`config.mk`:
```
export PLATFORM = sky130hd
export DESIGN_NAME = ssp_top
export DESIGN_NICKNAME = d
export VERILOG_FILES = /design/src/ssp_pkg.sv /design/src/ssp_top.sv
export SDC_FILE = /design/constraint.sdc
export NUM_CORES = 1
export LEC_CHECK = 0
export ABC_CLOCK_PERIOD_IN_PS = 3900
export BUFFER_PORTS_ARGS = -buffer_cell sky130_fd_sc_hd__buf_2
export CORE_MARGIN = 1.5
export CORE_UTILIZATION = 55
export DETAILED_ROUTE_END_ITERATION = 12
export PLACE_DENSITY = 0.79
export SYNTH_ARGS = -nofsm -noshare
export SYNTH_HDL_FRONTEND = slang
export SYNTH_SLANG_ARGS = --single-unit
```
`constraint.sdc`:
```
create_clock -name i_clk -period 3.9 [get_ports i_clk]
set_clock_uncertainty 0.1 [all_clocks]
set_input_delay 0.585 -clock i_clk [delete_from_list [all_inputs] [get_ports i_clk]]
set_output_delay 0.585 -clock i_clk [all_outputs]
set_load 0.05 [all_outputs]
```
`src/ssp_pkg.sv`:
```
`default_nettype none
package ssp_pkg;
    // ======================================================
    // Register map (word indices, byte address = 4 * index)
    localparam logic [7:0] SSP_IDX_CTRL = 8'h31;
    localparam logic [7:0] SSP_IDX_STATUS = 8'h32;
    localparam logic [7:0] SSP_IDX_TXBUF = 8'h33;
    localparam logic [7:0] SSP_IDX_RXBUF = 8'h34;
    localparam logic [7:0] SSP_IDX_TBASE = 8'h35;
    localparam int SSP_ADDR_W = 12;
    localparam int SSP_DATA_W = 32;
    localparam logic [7:0] SSP_CTRL_RESET = 8'h00;
    localparam logic [7:0] SSP_STATUS_RESET = 8'h20;
    localparam logic [1:0] SSP_RESP_OKAY = 2'h0;
    localparam logic [1:0] SSP_RESP_SLVERR = 2'h2;
    // ======================================================
    // Status bit positions
    localparam int SSP_ST_ACTIVE = 7;
    localparam int SSP_ST_SHIFT = 6;
    localparam int SSP_ST_TXE = 5;
    localparam int SSP_ST_RXF = 4;
    localparam int SSP_ST_TX_UNDERRUN_FLAG = 3;
    localparam int SSP_ST_RX_OVERRUN_FLAG = 2;
    // Time base register bit positions
    localparam int SSP_TB_DIV7 = 0;
    localparam int SSP_TB_SLOW = 1;
    // ======================================================
    // Serial clock and frame timing
    localparam logic [2:0] SSP_SCK_EXT = 3'h7;
    localparam logic [3:0] SSP_FC_SLOW_HALF_EXP = 4'hB;
    localparam logic [3:0] SSP_FC_HALF_BASE = 4'h8;
    localparam logic [2:0] SSP_FS_HALF_TICKS = 3'h7;
    localparam logic [3:0] SSP_FRAME_BITS = 4'h8;
    localparam int SSP_FC_HZ = 10_000_000;
    localparam int SSP_FS_HZ = 32_768;
    localparam int SSP_FS_DIV = SSP_FC_HZ / SSP_FS_HZ;
    // ======================================================
    // Types
    typedef enum logic [1:0] {
        SSP_MODE_TX = 2'h0,
        SSP_MODE_RX = 2'h1,
        SSP_MODE_TRX = 2'h2,
        SSP_MODE_RSVD = 2'h3
    } ssp_mode_t;
    typedef struct packed {
        logic run;
        logic force_stop;
        ssp_mode_t mode;
        logic lsb_first;
        logic [2:0] clk_sel;
    } ssp_ctrl_t;
endpackage : ssp_pkg
`default_nettype wire

```
`src/ssp_top.sv`:
```
// The AXI4-Lite interface to the registers was decided locally.
`default_nettype none
// Notes on behaviour
// External clock: shift starting with empty transmit buffer is a transmit error.
// Underrun flag sets at shift start; interrupt still follows all eight bits.
// First shift after run set with nothing written also flags underrun.
// Serial out pin held high while underrun flag is set.
// Software reads receive buffer, then forces stop, after a transmit error.
// Force stop halts at once, clears run, status and both buffers.
// Force stop bit clears itself after the stop; writing zero does nothing.
// External clock: frame end while receive full still set flags overrun.
// While overrun is set incoming data is discarded; buffer and shifter frozen.
// Software recovers overrun by clearing run, then reading receive buffer.
// Second receive buffer read after overrun returns the shift register.
// Clearing overrun after data was read also clears receive full.
// Run cleared with external clock: stops after eight more clock pulses.
// Software waits for transfer active to drop before restarting.
// Software may force stop to end reception after overrun.
// Software sets pin output latches to one before serial use.
// Mode 00 transmit, 01 receive, 10 both, 11 reserved.
// Bit order zero sends bit 7 first, one sends bit 0 first.
// Clock codes 000-110 pick divided internal clocks; 111 external pin.
// Software changes mode, order, clock only while transfer inactive.
// Activity and error state readable in a status register.
// Error flags survive run clear; cleared by writing zero or force stop.
// Transmit shifts on falling clock edge, receive samples on rising edge.
// Internal clock: serial clock pin high before and after transfers.
// Low-frequency mode uses code 000 only; other internal codes reserved. Here the slow bit selects it for every internal code.
module ssp_top
    import ssp_pkg::*;
#(
    parameter int FS_DIV = SSP_FS_DIV
) (
    input wire logic i_clk, // 10 MHz system clock
    input wire logic i_reset_n, // Async reset, active low
    input wire logic i_awvalid, // AXI write address valid
    input wire logic [SSP_ADDR_W-1:0] i_awaddr, // AXI write address
    output logic o_awready, // AXI write address ready
    input wire logic i_wvalid, // AXI write data valid
    input wire logic [SSP_DATA_W-1:0] i_wdata, // AXI write data
    input wire logic [3:0] i_wstrb, // AXI write strobes
    output logic o_wready, // AXI write data ready
    output logic o_bvalid, // AXI write response valid
    output logic [1:0] o_bresp, // AXI write response
    input wire logic i_bready, // AXI write response ready
    input wire logic i_arvalid, // AXI read address valid
    input wire logic [SSP_ADDR_W-1:0] i_araddr, // AXI read address
    output logic o_arready, // AXI read address ready
    output logic o_rvalid, // AXI read data valid
    output logic [SSP_DATA_W-1:0] o_rdata, // AXI read data
    output logic [1:0] o_rresp, // AXI read response
    input wire logic i_rready, // AXI read data ready
    input wire logic i_serial_in_pin, // Serial data in
    output logic o_serial_out_pin, // Serial data out
    input wire logic i_serial_clock_pin, // Serial clock pin level
    output logic o_serial_clock_pin, // Serial clock drive value
    output logic o_serial_clock_oe_n, // Low while clock is driven
    output logic o_serial_irq // One-cycle frame-done pulse
);
    localparam int FS_W = $clog2(FS_DIV);
    if (FS_DIV < 2) begin : g_bad_div
        $error("FS_DIV must be at least 2");
    end

    // ======================================================
    // AXI4-Lite slave
    logic awready_r, wready_r, bvalid_r, arready_r, rvalid_r;
    logic aw_full_r, w_full_r;
    logic [1:0] bresp_r, rresp_r;
    logic [SSP_ADDR_W-1:0] awaddr_r;
    logic [7:0] wdata_r;
    logic wstrb0_r;
    logic [SSP_DATA_W-1:0] rdata_r;
    logic wr_do, ar_hs;
    logic [7:0] wr_idx, rd_idx;
    logic wr_ctrl, wr_stat, wr_tx, wr_tb, rd_rx;
    logic [7:0] rd_val;
    logic rd_hit;

    assign wr_do = aw_full_r && w_full_r && !bvalid_r;
    assign ar_hs = i_arvalid && arready_r;
    assign wr_idx = awaddr_r[9:2];
    assign rd_idx = i_araddr[9:2];
    assign wr_ctrl = wr_do && wstrb0_r && wr_idx == SSP_IDX_CTRL;
    assign wr_stat = wr_do && wstrb0_r && wr_idx == SSP_IDX_STATUS;
    assign wr_tx = wr_do && wstrb0_r && wr_idx == SSP_IDX_TXBUF;
    assign wr_tb = wr_do && wstrb0_r && wr_idx == SSP_IDX_TBASE;
    assign rd_rx = ar_hs && rd_idx == SSP_IDX_RXBUF;

    always_ff @(posedge i_clk or negedge i_reset_n) begin
        if (!i_reset_n) begin
            awready_r <= 1'b1;
            wready_r <= 1'b1;
            aw_full_r <= 1'b0;
            w_full_r <= 1'b0;
            bvalid_r <= 1'b0;
            bresp_r <= SSP_RESP_OKAY;
            awaddr_r <= '0;
            wdata_r <= 8'h00;
            wstrb0_r <= 1'b0;
        end else begin
            if (i_awvalid && awready_r) begin
                awready_r <= 1'b0;
                aw_full_r <= 1'b1;
                awaddr_r <= i_awaddr;
            end
            if (i_wvalid && wready_r) begin
                wready_r <= 1'b0;
                w_full_r <= 1'b1;
                wdata_r <= i_wdata[7:0];
                wstrb0_r <= i_wstrb[0];
            end
            if (wr_do) begin
                aw_full_r <= 1'b0;
                w_full_r <= 1'b0;
                bvalid_r <= 1'b1;
                bresp_r <= (wr_idx >= SSP_IDX_CTRL && wr_idx <= SSP_IDX_TBASE)
                    ? SSP_RESP_OKAY : SSP_RESP_SLVERR;
            end
            if (bvalid_r && i_bready) begin
                bvalid_r <= 1'b0;
                awready_r <= 1'b1;
                wready_r <= 1'b1;
            end
        end
    end

    always_ff @(posedge i_clk or negedge i_reset_n) begin
        if (!i_reset_n) begin
            arready_r <= 1'b1;
            rvalid_r <= 1'b0;
            rdata_r <= '0;
            rresp_r <= SSP_RESP_OKAY;
        end else begin
            if (ar_hs) begin
                arready_r <= 1'b0;
                rvalid_r <= 1'b1;
                rdata_r <= {24'h000000, rd_val};
                rresp_r <= rd_hit ? SSP_RESP_OKAY : SSP_RESP_SLVERR;
            end else if (rvalid_r && i_rready) begin
                rvalid_r <= 1'b0;
                arready_r <= 1'b1;
            end
        end
    end

    // ======================================================
    // Control and time base registers
    ssp_ctrl_t ctrl_r;
    logic tb_div7_r, tb_slow_r;
    logic force_now;
    logic ext;
    assign force_now = wr_ctrl && wdata_r[6];
    assign ext = ctrl_r.clk_sel == SSP_SCK_EXT;

    always_ff @(posedge i_clk or negedge i_reset_n) begin
        if (!i_reset_n) begin
            ctrl_r <= ssp_ctrl_t'(SSP_CTRL_RESET);
            tb_div7_r <= 1'b0;
            tb_slow_r <= 1'b0;
        end else begin
            // Stop bit reads back one only for the cycle after the write
            ctrl_r.force_stop <= 1'b0;
            if (wr_ctrl) begin
                ctrl_r <= ssp_ctrl_t'(wdata_r);
                if (force_now) begin
                    ctrl_r.run <= 1'b0;
                end
            end
            if (wr_tb) begin
                tb_div7_r <= wdata_r[SSP_TB_DIV7];
                tb_slow_r <= wdata_r[SSP_TB_SLOW];
            end
        end
    end

    // ======================================================
    // Internal serial clock dividers
    logic [11:0] div_cnt_r;
    logic [FS_W-1:0] fs_pre_r;
    logic [2:0] fs_cnt_r;
    logic use_fs, fs_tick, int_tick;
    logic [3:0] half_exp;
    logic [11:0] half_mask;

    // Slow mode forces the low-frequency source for every internal code
    assign use_fs = tb_slow_r || (ctrl_r.clk_sel == 3'h0 && tb_div7_r);
    assign half_exp = (ctrl_r.clk_sel == 3'h0) ? SSP_FC_SLOW_HALF_EXP
        : SSP_FC_HALF_BASE - {1'b0, ctrl_r.clk_sel};
    assign half_mask = ~(12'hFFF << half_exp);
    assign fs_tick = fs_pre_r == FS_W'(FS_DIV - 1);
    assign int_tick = use_fs ? (fs_tick && fs_cnt_r == SSP_FS_HALF_TICKS)
        : ((div_cnt_r & half_mask) == half_mask);

    always_ff @(posedge i_clk or negedge i_reset_n) begin
        if (!i_reset_n) begin
            div_cnt_r <= 12'h000;
            fs_pre_r <= '0;
            fs_cnt_r <= 3'h0;
        end else begin
            div_cnt_r <= div_cnt_r + 12'h001;
            fs_pre_r <= fs_tick ? '0 : fs_pre_r + FS_W'(1);
            if (fs_tick) begin
                fs_cnt_r <= fs_cnt_r + 3'h1;
            end
        end
    end

    // ======================================================
    // Pin synchronisers
    logic sck_s1_r, sck_s2_r, sck_s3_r, si_s1_r, si_s2_r;
    always_ff @(posedge i_clk or negedge i_reset_n) begin
        if (!i_reset_n) begin
            sck_s1_r <= 1'b1;
            sck_s2_r <= 1'b1;
            sck_s3_r <= 1'b1;
            si_s1_r <= 1'b1;
            si_s2_r <= 1'b1;
        end else begin
            sck_s1_r <= i_serial_clock_pin;
            sck_s2_r <= sck_s1_r;
            sck_s3_r <= sck_s2_r;
            si_s1_r <= i_serial_in_pin;
            si_s2_r <= si_s1_r;
        end
    end

    // ======================================================
    // Shift engine
    logic [7:0] txbuf_r, rxbuf_r, txsh_r, rxsh_r, tx_cur, rx_next;
    logic tx_empty_r, rx_full_r, tx_err_r, rx_err_r, ovr_read_r;
    logic active_r, shifting_r, sck_r, so_r, irq_r, sck_oe_n_r;
    logic [3:0] bitcnt_r;
    logic has_tx, has_rx, start_ok, fall, rise, start, done, underrun;

    assign has_tx = ctrl_r.mode == SSP_MODE_TX
        || ctrl_r.mode == SSP_MODE_TRX;
    assign has_rx = ctrl_r.mode == SSP_MODE_RX
        || ctrl_r.mode == SSP_MODE_TRX;
    // Internal clock waits for data; external clock cannot be held off
    assign start_ok = ext ? ((ctrl_r.run || active_r)
            && ctrl_r.mode != SSP_MODE_RSVD)
        : (ctrl_r.run && ctrl_r.mode != SSP_MODE_RSVD
            && !(has_tx && tx_empty_r) && !(has_rx && rx_full_r));
    assign fall = (ext ? (sck_s3_r && !sck_s2_r) : (int_tick && sck_r))
        && (bitcnt_r != 4'h0 || start_ok) && bitcnt_r != SSP_FRAME_BITS;
    assign rise = (ext ? (!sck_s3_r && sck_s2_r) : (int_tick && !sck_r))
        && bitcnt_r != 4'h0;
    assign start = fall && bitcnt_r == 4'h0;
    assign done = rise && bitcnt_r == SSP_FRAME_BITS;
    assign underrun = start && ext && has_tx && tx_empty_r;
    assign tx_cur = (bitcnt_r == 4'h0) ? txbuf_r : txsh_r;
    assign rx_next = ctrl_r.lsb_first ? {si_s2_r, rxsh_r[7:1]}
        : {rxsh_r[6:0], si_s2_r};

    always_ff @(posedge i_clk or negedge i_reset_n) begin
        if (!i_reset_n) begin
            txbuf_r <= 8'h00;
            rxbuf_r <= 8'h00;
            txsh_r <= 8'h00;
            rxsh_r <= 8'h00;
            tx_empty_r <= SSP_STATUS_RESET[SSP_ST_TXE];
            rx_full_r <= 1'b0;
            tx_err_r <= 1'b0;
            rx_err_r <= 1'b0;
            ovr_read_r <= 1'b0;
            active_r <= 1'b0;
            shifting_r <= 1'b0;
            bitcnt_r <= 4'h0;
            sck_r <= 1'b1;
            so_r <= 1'b1;
            irq_r <= 1'b0;
        end else if (force_now) begin
            txbuf_r <= 8'h00;
            rxbuf_r <= 8'h00;
            tx_empty_r <= SSP_STATUS_RESET[SSP_ST_TXE];
            rx_full_r <= 1'b0;
            tx_err_r <= 1'b0;
            rx_err_r <= 1'b0;
            ovr_read_r <= 1'b0;
            active_r <= 1'b0;
            shifting_r <= 1'b0;
            bitcnt_r <= 4'h0;
            sck_r <= 1'b1;
            so_r <= 1'b1;
            irq_r <= 1'b0;
        end else begin
            irq_r <= 1'b0;
            // Software clears first so a same-cycle hardware set wins
            if (wr_tx && tx_empty_r) begin
                txbuf_r <= wdata_r;
                tx_empty_r <= 1'b0;
            end
            if (rd_rx) begin
                if (rx_err_r) begin
                    ovr_read_r <= 1'b1;
                end else begin
                    rx_full_r <= 1'b0;
                end
            end
            if (wr_stat && !wdata_r[SSP_ST_TX_UNDERRUN_FLAG]) begin
                tx_err_r <= 1'b0;
            end
            if (wr_stat && !wdata_r[SSP_ST_RX_OVERRUN_FLAG]) begin
                rx_err_r <= 1'b0;
                ovr_read_r <= 1'b0;
                if (ovr_read_r) begin
                    rx_full_r <= 1'b0;
                end
            end
            if (fall) begin
                sck_r <= ext ? sck_r : 1'b0;
                bitcnt_r <= bitcnt_r + 4'h1;
                shifting_r <= bitcnt_r != 4'h7;
                txsh_r <= ctrl_r.lsb_first ? {1'b1, tx_cur[7:1]}
                    : {tx_cur[6:0], 1'b1};
                so_r <= (!has_tx || tx_err_r || underrun) ? 1'b1
                    : (ctrl_r.lsb_first ? tx_cur[0] : tx_cur[7]);
                if (start) begin
                    active_r <= 1'b1;
                    if (has_tx && !tx_empty_r) begin
                        tx_empty_r <= 1'b1;
                    end
                end
                if (underrun) begin
                    tx_err_r <= 1'b1;
                end
            end
            if (rise) begin
                sck_r <= 1'b1;
                if (has_rx && !rx_err_r) begin
                    rxsh_r <= rx_next;
                end
            end
            if (done) begin
                bitcnt_r <= 4'h0;
                active_r <= ctrl_r.run;
                // An uncorrected overrun silences further frame interrupts
                irq_r <= !rx_err_r;
                if (has_rx && !rx_err_r) begin
                    if (rx_full_r && ext) begin
                        rx_err_r <= 1'b1;
                    end else begin
                        rxbuf_r <= rx_next;
                        rx_full_r <= 1'b1;
                    end
                end
            end
        end
    end

    // Clock pin is released to the outside when the external source is set
    always_ff @(posedge i_clk or negedge i_reset_n) begin
        if (!i_reset_n) begin
            sck_oe_n_r <= 1'b1;
        end else begin
            sck_oe_n_r <= ext;
        end
    end

    // ======================================================
    // Register read mux
    always_comb begin
        rd_val = 8'h00;
        rd_hit = 1'b1;
        unique case (rd_idx)
            SSP_IDX_CTRL: rd_val = ctrl_r;
            SSP_IDX_STATUS: rd_val = {active_r, shifting_r, tx_empty_r,
                rx_full_r, tx_err_r, rx_err_r, 2'b00};
            SSP_IDX_TXBUF: rd_val = 8'h00;
            SSP_IDX_RXBUF: rd_val = (rx_err_r && ovr_read_r) ? rxsh_r
                : rxbuf_r;
            SSP_IDX_TBASE: rd_val = {6'h00, tb_slow_r, tb_div7_r};
            default: rd_hit = 1'b0;
        endcase
    end

    assign o_awready = awready_r;
    assign o_wready = wready_r;
    assign o_bvalid = bvalid_r;
    assign o_bresp = bresp_r;
    assign o_arready = arready_r;
    assign o_rvalid = rvalid_r;
    assign o_rdata = rdata_r;
    assign o_rresp = rresp_r;
    assign o_serial_out_pin = so_r;
    assign o_serial_clock_pin = sck_r;
    assign o_serial_clock_oe_n = sck_oe_n_r;
    assign o_serial_irq = irq_r;
endmodule : ssp_top
`default_nettype wire

```
==> impl_metrics.yaml <==
setup_path:
  cpMostUsedCell: "ha_1"
  critical_path_buf_inv_count: 2
  critPathSlowestCell: "or4b_4"
  cp_cell_sequence: "inv_1 > ha_1 > ha_1 > a21o_1 > or4b_4 > o31a_1 > o22ai_1 > buf_4 > a21oi_1 > nor3_1"
  crit_fanout: 17
  cp_top_family: "compound AO/OA/AOI/OAI gates"
  start_kind: "flip-flop"
  end_kind: "flip-flop"
  worstPathRequired_ns: 4.24
  critPathMaxStageDelay_ns: 0.49
  critPathKind: "reg -> reg"
  crit_arrival_ns: 3.73
sta:
  clock.fmax_mhz: 295
  fin_setup_tns_ns: 0
  slew_headroom: 0.236
  setup_viol: 0
  rsz0062_at_grt: "false"
  setup_ws_ns: 0.506
  worstMarginPinSlew_ns: 1.15
  drv_slew: 0
  hold_viol_final: 0
  period_share: 0.870
  min_period_ns: 3.39
yosys:
  synth_ff_type: "dfrtp_1"
  synth-edff-count: 0
  synthDistinctLibCells: 58
  synthCells: 569
  synth_seq_area_share: 0.496
  ys_async_sr_fraction: 1.00
  synthesis.area_sq_um: 6080
  ys_seq_elements: 120
  ys_warn_count: 0
  syn-mean-instance-area_sq_um: 10.7
clock_network:
  cts_buffer_depth: 2
  cts_max_level: 4
  hold_buffers: 0
  cts_resized: 0
  insertion_delay_ns: 0.53
  clk_pin_slew_ns: 0.06
  cts_sinks: 120
  cts_tree: "done"
  cts_buffers: 17
  cts_setup_buffers: 0
  cts_root_buf: "clkbuf_8"
detailed_routing:
  via_per_inst: 5.76
  ant_nets: 0
  wl_per_cell_um: 16.6
  routed_wirelength_um: 12900
  met2WireLength_um: 6220
  first_iter_violations: 303
  dr.max_layer_used: "met4"
  drt-met1-wl_um: 5630
  via_count: 4484
  drt-pass1-iter-count: 5
  drc: 0
  route.met3.wl_um: 800
final_layout:
  area_growth_pct: 15.0
  top_regs: "div_cnt_r x12, fs_pre_r x9"
  fin_area_sq_um: 6990
  largest_reg_flops: 12
  regMostFlops: "div_cnt_r"
  drive_above_1_share: 0.223
  regArea_sq_um: 3020
  fin_util: 0.648
  fill_cells: 813
  antenna_cells: 0
  nets: 707
  multi_input_area_sq_um: 2760
placement:
  dp_hpwl_um: 8770
  dpl_worst_slack_ns: 0.560
  gp_congestion: 0.870
  port_buffers: 52
  placed_cell_area_sq_um: 6400
status:
  status: "finished, final reports clean"
min_path:
  hp-class: "in -> async"
die:
  placementRows: 38
  io_pins: 114
  start_util: 0.563
  core-area_sq_um: 10800
  die_y_um: 108
  die_w_um: 108
  dieArea_sq_um: 11700
run:
  cap_violations: 0
power_and_ir_drop:
  vdd_ir_drop_max_uv: 381
  cellLeakagePower_uw: 0.00328
  power_density_nw_per_um2: 508
grt:
  grtUsageTotal: 0.241
  grt_pass1_vias: 4473
  grt_overflow_total: 0
  grt_pass1_wl_um: 21700
  grt_max_degree: 121
  antenna_found_initial: 0
[final cells by class]
| class | count | share of cell area |
|---|---|---|
| sequential | 120 | 0.432 |
| multi-input combinational | 395 | 0.394 |
| clock buffer | 18 | 0.0598 |
| timing repair buffer | 59 | 0.0469 |
| clock inverter | 14 | 0.0252 |
| tap | 140 | 0.0251 |
| inverter | 32 | 0.0172 |
[final timing paths]
path / slack (ns) / end / startpoint / cells after the start
worst max-delay path: 0.51 / rxbuf_r[1]$_DFFE_PN0P_ / ctrl_r[0]$_DFFE_PN0P_ / 10
worst min-delay path: 0.03 / fs_pre_r[0]$_DFF_PN0_ / i_reset_n / 2
worst max register to register: 0.51 / rxbuf_r[1]$_DFFE_PN0P_ / ctrl_r[0]$_DFFE_PN0P_ / 10
worst min register to register: 0.26 / sck_s2_r$_DFF_PN1_ / sck_s1_r$_DFF_PN1_ / 0
max in group asynchronous: 3.17 / txbuf_r[5]$_DFFE_PN0P_ / i_reset_n / 2
min in group i_clk: 0.05 / sck_s1_r$_DFF_PN1_ / i_serial_clock_pin / 1
[synthesized netlist by cell type, types with 3 or more instances]
master     number  area [sq um]
nor4_1          5          31.3
nand2b_1        8          50.1
xor2_1          8          70.1
a21oi_1        23           115
o211ai_1        3          22.5
ha_1           13           163
nor2b_1         5          31.3
mux2i_1        40           400
mux2_2         29           327
or3_1           3          18.8
a22o_1          8          70.1
and3_1         12          75.1
nand4bb_1       3          33.8
o22ai_1        10          62.6
nor2_1         36           135
nand3b_1        5          37.5
nand3_1        13          65.1
xnor2_1        12           105
o21ai_0        26           130
nand2_1        35           131
inv_1          32           120
dfrtp_1       108          2700
buf_4          27           203
mux4_2          3          67.6
clkbuf_1       18          67.6
a31oi_1         3          18.8
nor3_1         19          95.1
dfstp_2        12           315
nand4_1         6          37.5
a22oi_1         5          37.5
[routing by layer]
| metal | vias up | GRT usage |
|---|---|---|
| met5 | - | 0 |
| met4 | 0 | 0.0912 |
| met3 | 22 | 0.0627 |
| met2 | 166 | 0.389 |
| met1 | 2209 | 0.314 |
| li1 | 2087 | - |
[cells in the final DEF (no fill, tap or decap), types with 16 or more instances in the layout]
cell       instances
nand2_1           35
nor3_1            19
mux2i_1           40
a21oi_1           23
o21ai_0           26
clkbuf_16         16
conb_1            26
mux2_2            29
nor2_1            36
inv_1             32
dfrtp_1          108
buf_2             51
[per-stage QoR]
stage | cells | hold WS (ns) | power, uW
after floorplan | 594 | 0.189 | 1880
final | 778 | 0.0276 | 3550
after global placement | 746 | 0.247 | 1980
after detailed placement | 746 | 0.247 | 2010
after global routing | 778 | 0.0305 | 3690
after CTS | 778 | 0.0311 | 3580
[cells by family (layout without fill, tap and decap cells)]
group,Yosys count,in the layout,synth area share
AO/OA/AOI/OAI,99,99,0.104
buffers and inverters,79,123,0.0658
flip-flops,120,120,0.496
XOR/XNOR,20,20,0.0288
AND/OR/NAND/NOR,164,164,0.145
adder cells (fa/ha/maj),14,14,0.0284
other,1,26,0.000617
multiplexers,72,72,0.131
[where the power goes]
part / internal (uW) / leakage (uW) / switching, uW
clock: 976 / 0.000274 / 585
sequential: 1390 / 0.00156 / 136
combinational: 170 / 0.00144 / 296
(Power assumes the default switching activity.)
